==> src/pesc_pkg.sv <==
package pesc_pkg;
  localparam int          NCNT            = 2;
  localparam int          CW              = 16;
  localparam logic [11:0] ADDR_STATUS     = 12'h38e;
  localparam logic [11:0] ADDR_CTRL       = 12'h38f;
  localparam logic [11:0] ADDR_OVF_CLEAR  = 12'h390;
  localparam logic [11:0] ADDR_SAMPLE_EN  = 12'h3f1;
  localparam logic [11:0] ADDR_MISC       = 12'h1a0;
  localparam logic [11:0] ADDR_CNT0       = 12'h0c1;
  localparam logic [11:0] ADDR_CFG0       = 12'h360;
  localparam int          MISC_MON_BIT    = 7;
  localparam int          MISC_NOSAMP_BIT = 12;
  localparam int          CFG_ENABLE_BIT  = 12;
  localparam int          CFG_OVFINT_BIT  = 26;
  localparam int          CFG_OVF_BIT     = 31;
  localparam int          CFG_RELOAD_LSB  = 32;
  localparam int          SAMPLE_CNT      = 0;
  localparam int          QUIET_CYCLES    = 8;
  localparam logic [63:0] RESET_ZERO      = 64'h0;
endpackage

==> src/pesc_counter.sv <==
`timescale 1ns/1ps
`default_nettype none
module pesc_counter (
  input  wire logic                 mclk,
  input  wire logic                 rst,
  input  wire logic                 run,
  input  wire logic                 event_in,
  input  wire logic                 load,
  input  wire logic [pesc_pkg::CW-1:0] load_val,
  output logic [pesc_pkg::CW-1:0]   count,
  output logic                      wrap
);
  typedef struct packed {
    logic [pesc_pkg::CW-1:0] cnt_r;
    logic                    wrap_r;
  } pesc_cnt_state_t;
  pesc_cnt_state_t s_r, s_nxt;
  always_comb
  begin
    s_nxt = s_r;
    s_nxt.wrap_r = 1'b0;
    if (load)
      s_nxt.cnt_r = load_val;
    else if (run && event_in)
    begin
      s_nxt.cnt_r = s_r.cnt_r + 1'b1;
      s_nxt.wrap_r = &s_r.cnt_r;
    end
  end
  always_ff @(posedge mclk)
  begin
    if (rst)
      s_r <= '0;
    else
      s_r <= s_nxt;
  end
  assign count = s_r.cnt_r;
  assign wrap  = s_r.wrap_r;
endmodule
`default_nettype wire

==> src/pesc_ctrl.sv <==
`timescale 1ns/1ps
`default_nettype none
module pesc_ctrl (
  input  wire logic                 mclk,
  input  wire logic                 rst,
  input  wire logic                 reg_wr,
  input  wire logic                 reg_rd,
  input  wire logic [11:0]          reg_addr,
  input  wire logic [63:0]          reg_wdata,
  output logic [63:0]               reg_rdata,
  output logic                      reg_ack,
  input  wire logic [1:0]           event_in,
  input  wire logic                 legacy_mode,
  input  wire logic                 freeze_on_interrupt,
  input  wire logic                 sample_pass,
  input  wire logic                 sample_fail,
  input  wire logic                 branch_trace_irq,
  output logic                      perf_monitor_interrupt,
  output logic                      sample_armed,
  output logic                      sample_store,
  output logic                      quiet_busy
);
  localparam int N  = pesc_pkg::NCNT;
  localparam int CW = pesc_pkg::CW;
  typedef struct packed {
    logic [N-1:0]    ctrl_r;
    logic [N-1:0]    status_r;
    logic            samp_en_r;
    logic [N-1:0]    cfg_en_r;
    logic [N-1:0]    cfg_ovf_r;
    logic [N-1:0]    cfg_int_r;
    logic [N*CW-1:0] reload_r;
    logic [63:0]     rdata_r;
    logic            ack_r;
    logic            irq_r;
    logic            armed_r;
    logic            store_r;
    logic [3:0]      quiet_r;
    logic [N-1:0]    ev_s1_r;
    logic [N-1:0]    ev_s2_r;
    logic            busy_r;
  } pesc_state_t;
  pesc_state_t s_r, s_nxt;
  logic [N-1:0]    run;
  logic [N-1:0]    load;
  logic [N-1:0]    wrap;
  logic [N*CW-1:0] count;
  logic            passed;
  assign passed = s_r.armed_r && sample_pass && !sample_fail;
  // Legacy style gates on its own enable, else global control
  assign run = legacy_mode ? s_r.cfg_en_r : s_r.ctrl_r;
  genvar gi;
  generate
    for (gi = 0; gi < N; gi++)
    begin : g_cnt
      // Counter writes honoured any time except on the sampling counter in a pass cycle, which loads its reload value; a write wins over a same-cycle event
      assign load[gi] = (reg_wr && reg_addr == pesc_pkg::ADDR_CNT0 + 12'(gi))
                        || (passed && gi == pesc_pkg::SAMPLE_CNT);
      pesc_counter u_cnt (
        .mclk     (mclk),
        .rst      (rst),
        .run      (run[gi]),
        .event_in (s_r.ev_s2_r[gi]),
        .load     (load[gi]),
        .load_val ((passed && gi == pesc_pkg::SAMPLE_CNT) ? s_r.reload_r[gi*CW +: CW]
                                                          : reg_wdata[CW-1:0]),
        .count    (count[gi*CW +: CW]),
        .wrap     (wrap[gi])
      );
    end
  endgenerate
  always_comb
  begin
    s_nxt = s_r;
    s_nxt.ack_r   = reg_wr || reg_rd;
    s_nxt.store_r = passed;
    // Two flops against metastability on the event pins
    s_nxt.ev_s1_r = event_in;
    s_nxt.ev_s2_r = s_r.ev_s1_r;
    // Count down first so a fresh window below overrides it
    if (s_r.quiet_r != 4'h0)
      s_nxt.quiet_r = s_r.quiet_r - 4'h1;
    if (reg_wr)
    begin
      unique case (reg_addr)
        pesc_pkg::ADDR_CTRL:      s_nxt.ctrl_r = reg_wdata[N-1:0];
        pesc_pkg::ADDR_OVF_CLEAR: s_nxt.status_r = s_r.status_r & ~reg_wdata[N-1:0];
        pesc_pkg::ADDR_SAMPLE_EN:
        begin
          s_nxt.samp_en_r = reg_wdata[0];
          // Stopping sampling opens a quiet window for late records
          if (s_r.samp_en_r && !reg_wdata[0])
            s_nxt.quiet_r = 4'(pesc_pkg::QUIET_CYCLES);
        end
        default:
        begin
          for (int i = 0; i < N; i++)
            if (reg_addr == pesc_pkg::ADDR_CFG0 + 12'(i))
            begin
              s_nxt.cfg_en_r[i]  = reg_wdata[pesc_pkg::CFG_ENABLE_BIT];
              s_nxt.cfg_int_r[i] = reg_wdata[pesc_pkg::CFG_OVFINT_BIT];
              // Writing zero to the flag clears it
              if (!reg_wdata[pesc_pkg::CFG_OVF_BIT])
                s_nxt.cfg_ovf_r[i] = 1'b0;
              s_nxt.reload_r[i*CW +: CW] = reg_wdata[pesc_pkg::CFG_RELOAD_LSB +: CW];
            end
        end
      endcase
    end
    if (passed)
    begin
      s_nxt.status_r[pesc_pkg::SAMPLE_CNT] = 1'b0;
      s_nxt.armed_r = 1'b0;
    end
    if (sample_fail)
      s_nxt.armed_r = 1'b0;
    // Wrap beats a same-cycle clear
    for (int i = 0; i < N; i++)
      if (wrap[i])
      begin
        s_nxt.status_r[i]  = 1'b1;
        s_nxt.cfg_ovf_r[i] = 1'b1;
        // Only the designated counter arms sampling in either style
        if (i == pesc_pkg::SAMPLE_CNT && s_r.samp_en_r)
          s_nxt.armed_r = 1'b1;
      end
    // One shared interrupt for sampling, trace and overflow
    s_nxt.irq_r = passed || branch_trace_irq;
    // In global style only the sampling counter holds back its wrap interrupt, and only while sampling is enabled; legacy gates each on its own overflow-interrupt bit
    for (int i = 0; i < N; i++)
      if (wrap[i] && (legacy_mode ? s_r.cfg_int_r[i]
                                  : !(s_r.samp_en_r && i == pesc_pkg::SAMPLE_CNT)))
        s_nxt.irq_r = 1'b1;
    // Trace interrupts freeze the counters too
    if (s_nxt.irq_r && freeze_on_interrupt)
    begin
      s_nxt.ctrl_r   = '0;
      s_nxt.cfg_en_r = '0;
    end
    // Flopped so the busy pin comes straight from a register
    s_nxt.busy_r = s_nxt.quiet_r != 4'h0;
    s_nxt.rdata_r = 64'h0;
    if (reg_rd)
    begin
      unique case (reg_addr)
        pesc_pkg::ADDR_STATUS:    s_nxt.rdata_r[N-1:0] = s_r.status_r;
        pesc_pkg::ADDR_CTRL:      s_nxt.rdata_r[N-1:0] = s_r.ctrl_r;
        pesc_pkg::ADDR_SAMPLE_EN: s_nxt.rdata_r[0] = s_r.samp_en_r;
        pesc_pkg::ADDR_MISC:
        begin
          s_nxt.rdata_r[pesc_pkg::MISC_MON_BIT]    = 1'b1;
          s_nxt.rdata_r[pesc_pkg::MISC_NOSAMP_BIT] = 1'b0;
        end
        default:
        begin
          for (int i = 0; i < N; i++)
          begin
            // Live value; may miss events right at the read
            if (reg_addr == pesc_pkg::ADDR_CNT0 + 12'(i))
              s_nxt.rdata_r[CW-1:0] = count[i*CW +: CW];
            if (reg_addr == pesc_pkg::ADDR_CFG0 + 12'(i))
            begin
              s_nxt.rdata_r[pesc_pkg::CFG_ENABLE_BIT] = s_r.cfg_en_r[i];
              s_nxt.rdata_r[pesc_pkg::CFG_OVFINT_BIT] = s_r.cfg_int_r[i];
              s_nxt.rdata_r[pesc_pkg::CFG_OVF_BIT]    = s_r.cfg_ovf_r[i];
              s_nxt.rdata_r[pesc_pkg::CFG_RELOAD_LSB +: CW] = s_r.reload_r[i*CW +: CW];
            end
          end
        end
      endcase
    end
  end
  always_ff @(posedge mclk)
  begin
    if (rst)
      s_r <= '0;
    else
      s_r <= s_nxt;
  end
  assign reg_rdata              = s_r.rdata_r;
  assign reg_ack                = s_r.ack_r;
  assign perf_monitor_interrupt = s_r.irq_r;
  assign sample_armed           = s_r.armed_r;
  assign sample_store           = s_r.store_r;
  assign quiet_busy             = s_r.busy_r;

  // Checks look at the registered state one edge after the cause
  clear_wins_a: assert property (@(posedge mclk) disable iff (rst)
    (reg_wr && reg_addr == pesc_pkg::ADDR_OVF_CLEAR && reg_wdata[0] && !wrap[0] && !passed)
    |=> !s_r.status_r[0])
    else $error("Overflow clear ignored");
  wrap_sets_a: assert property (@(posedge mclk) disable iff (rst)
    wrap[0] |=> s_r.status_r[0])
    else $error("Wrap lost");
  zero_ctrl_a: assert property (@(posedge mclk) disable iff (rst)
    (reg_wr && reg_addr == pesc_pkg::ADDR_CTRL && reg_wdata[N-1:0] == '0) |=> s_r.ctrl_r == '0)
    else $error("Counters still enabled");
  freeze_a: assert property (@(posedge mclk) disable iff (rst)
    (s_r.irq_r && $past(freeze_on_interrupt)) |-> s_r.ctrl_r == '0)
    else $error("No freeze on interrupt");
  sample_en_a: assert property (@(posedge mclk) disable iff (rst)
    (reg_wr && reg_addr == pesc_pkg::ADDR_SAMPLE_EN) |=> s_r.samp_en_r == $past(reg_wdata[0]))
    else $error("Sampling enable wrong");
  misc_a: assert property (@(posedge mclk) disable iff (rst)
    (reg_rd && reg_addr == pesc_pkg::ADDR_MISC)
    |=> reg_rdata[pesc_pkg::MISC_MON_BIT] && !reg_rdata[pesc_pkg::MISC_NOSAMP_BIT])
    else $error("Feature bits wrong");
  store_irq_a: assert property (@(posedge mclk) disable iff (rst)
    sample_store |-> perf_monitor_interrupt && !s_r.status_r[0] && !sample_armed)
    else $error("Sample store side effects missing");
  legacy_run_a: assert property (@(posedge mclk) disable iff (rst)
    (legacy_mode && s_r.cfg_en_r == '0 && load == '0) |=> $stable(count))
    else $error("Legacy counter moved while disabled");
  quiet_a: assert property (@(posedge mclk) disable iff (rst)
    (reg_wr && reg_addr == pesc_pkg::ADDR_SAMPLE_EN && s_r.samp_en_r && !reg_wdata[0])
    |=> quiet_busy [*7])
    else $error("Quiet window short");
  store_c: cover property (@(posedge mclk) disable iff (rst) sample_store);
  legacy_c: cover property (@(posedge mclk) disable iff (rst) legacy_mode && |wrap);
  fail_c:  cover property (@(posedge mclk) disable iff (rst) sample_armed && sample_fail);
  irq_c:   cover property (@(posedge mclk) disable iff (rst) perf_monitor_interrupt);
  quiet_c: cover property (@(posedge mclk) disable iff (rst) $fell(quiet_busy));
endmodule
`default_nettype wire

==> config.mk <==
export PLATFORM = sky130hd
export DESIGN_NAME = pesc_ctrl
export DESIGN_NICKNAME = d
export VERILOG_FILES = /design/src/pesc_pkg.sv /design/src/pesc_counter.sv /design/src/pesc_ctrl.sv
export SDC_FILE = /design/constraint.sdc
export NUM_CORES = 1
export LEC_CHECK = 0
export BUFFER_PORTS_ARGS = -buffer_cell sky130_fd_sc_hd__buf_2
export CORE_MARGIN = 1
export CORE_UTILIZATION = 45
export CTS_BUF_LIST = sky130_fd_sc_hd__clkbuf_2
export DETAILED_ROUTE_END_ITERATION = 6
export GPL_ROUTABILITY_DRIVEN = 0
export GPL_TIMING_DRIVEN = 0
export PLACE_DENSITY = 0.79
export SLEW_MARGIN = 20
export SYNTH_ARGS = -nofsm -noshare
export SYNTH_HDL_FRONTEND = slang
export SYNTH_SLANG_ARGS = --single-unit
==> constraint.sdc <==
create_clock -name mclk -period 1.8 [get_ports mclk]
set_input_delay 0.09 -clock mclk [delete_from_list [all_inputs] [get_ports mclk]]
set_output_delay 0.09 -clock mclk [all_outputs]
set_load 0.01 [all_outputs]
==> results of run 1 <==
## power breakdown
group / switching (mW) / leakage [nW] / total, mW / internal (mW)
Clock: 1.16 / 0.152 / 1.96 / 0.802
Combinational: 0.339 / 2.20 / 0.655 / 0.316
Sequential: 0.0396 / 1.00 / 2.84 / 2.80
Total: 1.53 / 3.36 / 5.46 / 3.92
## synthesized netlist by cell type, types with 4 or more instances
| cell | instances | area share [%] |
|---|---|---|
| buf_4 | 69 | 8.7 |
| o21ai_0 | 13 | 1.1 |
| and3_1 | 13 | 1.4 |
| nor2_1 | 91 | 5.7 |
| nand4_1 | 13 | 1.4 |
| clkbuf_1 | 18 | 1.1 |
| nand3_1 | 30 | 2.5 |
| buf_2 | 12 | 1.0 |
| and4_1 | 7 | 1.0 |
| nor4_1 | 5 | 0.52 |
| nor3_1 | 10 | 0.84 |
| a21oi_1 | 38 | 3.2 |
| a211oi_1 | 19 | 2.4 |
| nand2_1 | 58 | 3.6 |
| dfxtp_1 | 124 | 42 |
| mux2i_1 | 23 | 3.8 |
| a22oi_1 | 31 | 3.9 |
| inv_1 | 9 | 0.56 |
| a31oi_1 | 4 | 0.42 |
| xor2_1 | 12 | 1.8 |
| xnor2_1 | 15 | 2.2 |
| and2_1 | 4 | 0.42 |
| nor3b_1 | 4 | 0.50 |
| nor2b_1 | 7 | 0.73 |
| a21o_1 | 5 | 0.63 |
## per-stage QoR
stage | hold slack, ps | setup slack (ps) | cell area, um^2
floorplan | 206 | 301 | 6090
global placement | 312 | -153 | 6770
detailed placement | 321 | -200 | 6770
CTS | 60.5 | 38.6 | 7680
global route | 61.0 | 0.934 | 7740
finish | 69.7 | -2.55 | 7740
## state kept, by name (all words and copies together), names as in the netlist
| register | count |
|---|---|
| perf_monitor_interrupt | 1 |
| g_cnt.u_cnt.wrap | 2 |
| sample_store | 1 |
| sample_armed | 1 |
| s_nxt | 2 |
| reg_ack | 1 |
| reg_rdata | 34 |
| s_r | 49 |
| quiet_busy | 1 |
| g_cnt.u_cnt.count | 32 |
## per-layer routing
metal | track usage, % | part of all wire (%)
met1 | 31.5 | 42
met2 | 41.1 | 47
met3 | 6.08 | 6.7
met4 | 11.5 | 4.0
met5 | 0 | 0
## worst max path at each step
stage,depth (start not counted),end,start,slack [ps]
6_report,7,reg_rdata[7],reg_addr[11],-3
5_1_grt,5,g_cnt[0].u_cnt.count[5],s_r[113],0.9
4_1_cts,6,g_cnt[1].u_cnt.count[14],g_cnt[1].u_cnt.count[0],40
3_5_place_dp,5,g_cnt[1].u_cnt.wrap,g_cnt[1].u_cnt.count[3],-200
3_3_place_gp,5,g_cnt[1].u_cnt.wrap,g_cnt[1].u_cnt.count[3],-150
2_1_floorplan,5,g_cnt[0].u_cnt.count[9],g_cnt[0].u_cnt.count[2],300
## worst min-delay path, delay by kind of cell
kind,cells,cell delay (ps)
simple gates,2,420
compound gates,1,130
buf+inv,1,120
## layout make-up
| class | instances | area, um^2 |
|---|---|---|
| Buffer | 99 | 646 |
| Timing Repair Buffer | 157 | 1110 |
| Inverter | 9 | 33.8 |
| Clock buffer | 17 | 85.1 |
| Tap cell | 172 | 215 |
| Multi-Input combinational cell | 488 | 2990 |
| Sequential cell | 124 | 2480 |
| Fill cell | 1078 | 5030 |
| Clock inverter | 15 | 189 |
## cells in the final DEF, fill, tap and decap left out, types with 4 or more instances in the layout
| master | n |
|---|---|
| dfxtp_1 | 122 |
| and2_1 | 4 |
| mux2i_1 | 23 |
| xor2_1 | 12 |
| nor4_2 | 4 |
| a211oi_1 | 19 |
| inv_1 | 9 |
| nor2b_1 | 7 |
| inv_6 | 4 |
| xnor2_1 | 15 |
| nand2_1 | 58 |
| conb_1 | 30 |
| o21ai_0 | 13 |
| clkbuf_2 | 17 |
| a22oi_1 | 31 |
| buf_2 | 104 |
| clkbuf_1 | 17 |
| and4_1 | 7 |
| a21o_1 | 5 |
| a21oi_1 | 38 |
| nor2_1 | 90 |
| buf_4 | 71 |
| and3_1 | 13 |
| nand4_1 | 13 |
| nor3b_1 | 4 |
| nor3_1 | 9 |
| a31oi_1 | 4 |
| dlygate4sd3_1 | 63 |
| nand3_1 | 29 |
## cells by family after synthesis
family | Yosys count
AO/OA/AOI/OAI | 131
other | 1
buffers and inverters | 109
multiplexers | 27
XOR/XNOR | 27
adder cells (fa/ha/maj) | 3
flip-flops | 124
AND/OR/NAND/NOR | 270
## what timing repair did
action                     4_1_cts  5_1_grt
pin swaps                        0        1
setup endpoints to repair        7       21
resized for setup                3       10
hold buffers                    63        0
setup buffers                    0        2
hold endpoints to repair        88        0
==> summary.md, run 1 <==
| Metric | Value |
|---|---|
| Status | `finished with violations` |
| Failing checks | `negative setup slack` |
| Detailed Place HPWL | `11800 um` |
| F_max | `555 MHz` |
| Area growth syn-to-layout | `29.5%` |
| Setup tns final | `-2.55 ps` |
| Clock sinks | `about 120` |
| Port bufs | `just over 90` |
| Crit path buffers/inverters | `4` |
| DR DRC count | `0` |
| Slew margin rel. | `roughly three fifths` |
| RR Endpoint | `g_cnt[0].u_cnt.count[6]` |
| Static Leak | `3.36 nW` |
| Cell Rows | `just over 40` |
| Number of synthesized register bits | `124` |
| Crit Reg-Reg Startpoint | `sample_armed` |
| Synth Area in Compound Gates | `between 10% and 20%` |
| VDD IR-drop max | `roughly 750 uV` |
| Drt initial violations | `546` |
| Routed vias/inst | `between 5 and 6` |
| Simple-gate share of the synthesized area | `23.1%` |
| Final setup viols | `1` |
| Total wire length | `16800 um` |
| Overflow after GRT | `0` |
| Core ar. | `between 0.01 and 0.015 mm^2` |
| Critical path's largest stage delay | `620 ps` |
| Worst-path clk slew | `about 190 ps` |
| Die Height | `between 100 and 150 um` |
| Vias | `5798` |
| Ports | `approximately 160` |
| Synth cell types | `between 60 and 70` |
| Drt wl/cell | `approximately 16 um` |
| Worst-Skew Late Latency | `roughly 730 ps` |
| Post-Place Cells | `985` |
| Vias in the first global route | `5261` |
| Main flop type after synthesis | `dfxtp_1` |
| Post-Synthesis Cells | `roughly 690` |
| First-pass DRT Iterations | `5` |
| Post-synth EDFFs | `0` |
| Hold WC Path Type | `in -> reg` |
| DRT antenna net count | `0` |
| Slew Limit Fails | `0` |
| Crit-path slowest cell | `dlygate4sd3_1` |
| CTS tree | `yes` |
| Initial antenna violation count | `0` |
| Fin cells | `approximately 1100` |
| Largest family of logic cells by synthesized area | `simple AND/OR/NAND/NOR gates` |
| Worst Hold Endpoint | `perf_monitor_interrupt` |
| Xor/xnor share of the synthesized area | `under 10%` |
| Worst setup SP type | `input port` |
| R2r setup slk | `90 ps` |
| Total Routing Usage GR | `between 20% and 30%` |
| Post-Syn Area | `between 0.005 and 0.006 mm^2` |
| WP data required | `between 2000 and 2500 ps` |
| Final nets | `~1000` |
| Skew final | `29.4 ps` |
| Pwr Total | `between 5 and 6 mW` |
| First-pass GRT wire length | `25900 um` |
| Min Tclk post-route | `~1800 ps` |
| N_diodes | `0` |
| Initial cell density of the core | `a little under half` |
| Share of cells above drive strength 1 | `25.6%` |
| CTS root buffer | `clkbuf_2` |
| Max cap viols | `0` |
| Critical path arrival | `between 2000 and 2500 ps` |
| Crit-path cells | `dlygate4sd3_1 > buf_2 > nor3b_1 > dlygate4sd3_1 > nand3_1 > dlygate4sd3_1 > a31oi_1` |
| RSZ-0062 raised after global routing | `no` |
| Largest net degree at the start of global routing | `17` |
| H-tree depth | `4` |
| Total number of yosys warnings | `0` |
| Slew @ Worst Pin | `just under 600 ps` |
| Maximum buffer depth of the clock tree | `2` |
| Post-synthesis mux area share | `under 10%` |
| Post-synth ARST share | `0%` |
| Fin crit share | `100%` |
| Final WS setup | `-2.55 ps` |
| Largest fanout on the critical path | `4` |
| Die area | `between 0.01 and 0.015 mm^2` |
| Synth Area in Adders | `less than 1%` |
| Top cell family by delay on the critical path | `buffers and inverters` |
| Worst Setup End Kind | `flip-flop` |
| PD cells | `~700 mW/mm^2` |
| Post-synthesis sequential area ratio | `41.5%` |
| Finished Core Util | `around three fifths` |
| R2R cell count | `5` |
| Avg Cell Area, Syn | `between 8 and 9 um^2` |
| Setup CP Type | `in -> reg` |
| Hold Path Cell Cnt | `4` |
| CTS buffer count | `17` |
| Die X | `117 um` |
| Fin. Hold Viols | `0` |
| HP Start | `sample_fail` |
| Most frequent CP cell | `dlygate4sd3_1` |
Power figures use the tool's default switching activity.
==> run 2, diff against run 1 <==
==> constraint.sdc (replaced) <==
create_clock -name mclk -period 1.81 [get_ports mclk]
set_input_delay 0.0905 -clock mclk [delete_from_list [all_inputs] [get_ports mclk]]
set_output_delay 0.0905 -clock mclk [all_outputs]
set_load 0.01 [all_outputs]
==> run 2 against run 1 <==
Compared with the run above: the flow now finishes without violations; sequential power hardly changed; critical endpoint unchanged; global-route usage is the same; flip-flop and latch count did not move; critical path depth did not move; sequential share of layout area about the same; routed wire length barely moved.
==> summary.md, run 2 (synthesized netlist as in run 1, its figures left out) <==
| Metric | Value |
|---|---|
| Slew Limit Fails | `0 (unchanged)` |
| Die area | `0.0138 mm^2 (unchanged)` |
| Wl on met1 | `7070 um (was 7110 um)` |
| Skew final | `24.9 ps (was 29.4 ps)` |
| First-pass GRT wire length | `25900 um (unchanged)` |
| Worst Setup End Kind | `flip-flop (unchanged)` |
| Maximum buffer depth of the clock tree | `2 (unchanged)` |
| DR DRC count | `0 (unchanged)` |
| Worst-path clk slew | `190 ps (about the same)` |
| Total wire length | `16800 um (about the same)` |
| Final setup viols | `0 (was 1)` |
| Max reg flops | `49 (unchanged)` |
| Cell Rows | `41 (unchanged)` |
| Final WS setup | `1.85 ps (was -2.55 ps)` |
| Met2 Wirelength | `7880 um (about the same)` |
| Overflow after GRT | `0 (unchanged)` |
| Detailed Place HPWL | `11800 um (unchanged)` |
| Biggest register | `s_r (unchanged)` |
| Drt initial violations | `545 (was 546)` |
| Worst-Skew Late Latency | `720 ps (was 730 ps)` |
| Die Height | `117 um (unchanged)` |
| Core ar. | `0.0128 mm^2 (unchanged)` |
| Ports | `156 (unchanged)` |
| Post-Place Cells | `985 (unchanged)` |
| Total Routing Usage GR | `25.2% (unchanged)` |
| Max cap viols | `0 (unchanged)` |
| Min Tclk post-route | `approximately 1800 ps` |
| DR top layer | `met4 (unchanged)` |
| Vias | `5781 (was 5798)` |
| Port bufs | `92 (unchanged)` |
| Met3 WL | `1180 um (was 1120 um)` |
| Pwr Total | `5.42 mW (was 5.46 mW)` |
| Slew margin rel. | `59.8% (was 60.6%)` |
| Die X | `117 um (unchanged)` |
| Initial antenna violation count | `0 (unchanged)` |
| Most common cell after layout, fill and taps aside | `dfxtp_1 (unchanged)` |
| Fin. Hold Viols | `0 (unchanged)` |
| Most frequent cells in the layout | `124 x dfxtp_1, 104 x buf_2, 90 x nor2_1 (was 122 x dfxtp_1, 104 x buf_2, 90 x nor2_1)` |
| Drt wl/cell | `15.5 um (about the same)` |
| DRT antenna net count | `0 (unchanged)` |
| N_diodes | `0 (unchanged)` |
| Worst setup SP type | `input port (unchanged)` |
| Clock sinks | `124 (unchanged)` |
| Share of cells above drive strength 1 | `25.4% (was 25.6%)` |
| Pre-CTS setup slack | `-190 ps (was -200 ps)` |
| Area growth syn-to-layout | `29.5% (about the same)` |
| Fin cells | `1081 (unchanged)` |
| WP data required | `2480 ps (was 2470 ps)` |
| Slew @ Worst Pin | `602 ps (was 591 ps)` |
| CTS tree | `yes (unchanged)` |
| Largest net degree at the start of global routing | `17 (unchanged)` |
| F_max | `553 MHz` |
| Vias in the first global route | `5261 (unchanged)` |
| Status | `completed (was finished with violations)` |
| Fin crit share | `between 90% and 100%` |
| Routed vias/inst | `5.35 (was 5.36)` |
| Static Leak | `3.36 nW (about the same)` |
| Initial cell density of the core | `46.8% (unchanged)` |
| Critical path arrival | `2470 ps (about the same)` |
| Final nets | `986 (unchanged)` |
| H-tree depth | `4 (unchanged)` |
| CTS buffer count | `17 (unchanged)` |
| Hold WC Path Type | `in -> reg (unchanged)` |
| Largest fanout on the critical path | `4 (unchanged)` |
| Setup tns final | `0 ps (was -2.55 ps)` |
| Finished Core Util | `60.6% (about the same)` |
| PD cells | `700 mW/mm^2 (was 704 mW/mm^2)` |
| First-pass DRT Iterations | `5 (unchanged)` |
| VDD IR-drop max | `747 uV (was 749 uV)` |
| Setup CP Type | `in -> reg (unchanged)` |
| CTS root buffer | `clkbuf_2 (unchanged)` |
[run 2: cell count changes in the layout (fill, tap and decap cells not counted)]
cell and delta:
dfxtp_2 -2, dfxtp_1 +2
[run 2: final cells by class]
cell class	count	area, um^2
Clock buffer	17	85.1
Inverter	9	33.8
Sequential cell	124	2480
Fill cell	1077	5030
Buffer	99	646
Timing Repair Buffer	157	1110
Clock inverter	15	189
Multi-Input combinational cell	488	2990
Tap cell	172	215
[run 2: per-stage QoR]
stage,area [um^2],hold slack (ps)
after floorplan,6090,206
after global placement,6770,313
after detailed placement,6770,321
after CTS,7680,61.0
after global routing,7740,61.5
final,7740,77.4
[run 2: power breakdown]
| part | internal [mW] | switching, mW | total [mW] |
|---|---|---|---|
| registers | 2.79 | 0.0395 | 2.83 |
| clock network | 0.798 | 1.14 | 1.94 |
| logic | 0.314 | 0.337 | 0.652 |
| total | 3.90 | 1.52 | 5.42 |
[run 2: path summary, 6_finish.rpt]
kind / slack, ps / cells past startpoint / start / endpoint
min reg2reg: 460 / 1 / s_nxt[2] / s_r[2]
max: 2 / 7 / reg_addr[11] / reg_rdata[7]
min: 80 / 4 / sample_fail / perf_monitor_interrupt
max reg2reg: 80 / 6 / g_cnt[1].u_cnt.count[0] / g_cnt[1].u_cnt.count[14]
[run 2: what timing repair did]
item | CTS | global route
endpoints found under the setup margin | 6 | 18
hold buffers | 63 | 0
cloned | 0 | 0
gates resized for setup | 3 | 8
setup buffers | 0 | 2
pin swaps | 0 | 1
hold endpoints to repair | 88 | 0
[run 2: metal layers]
layer	global-route usage (%)	vias up
met4	11.5	0
met2	41.1	255
li1	-	2759
met3	6.08	54
met1	31.5	2713
met5	0	-
[run 2: worst max-delay path, stage by stage]
cell           delay (ps)
dlygate4sd3_1         530
buf_2                 130
nor3b_1               280
dlygate4sd3_1         620
nand3_1               100
dlygate4sd3_1         590
a31oi_1               130
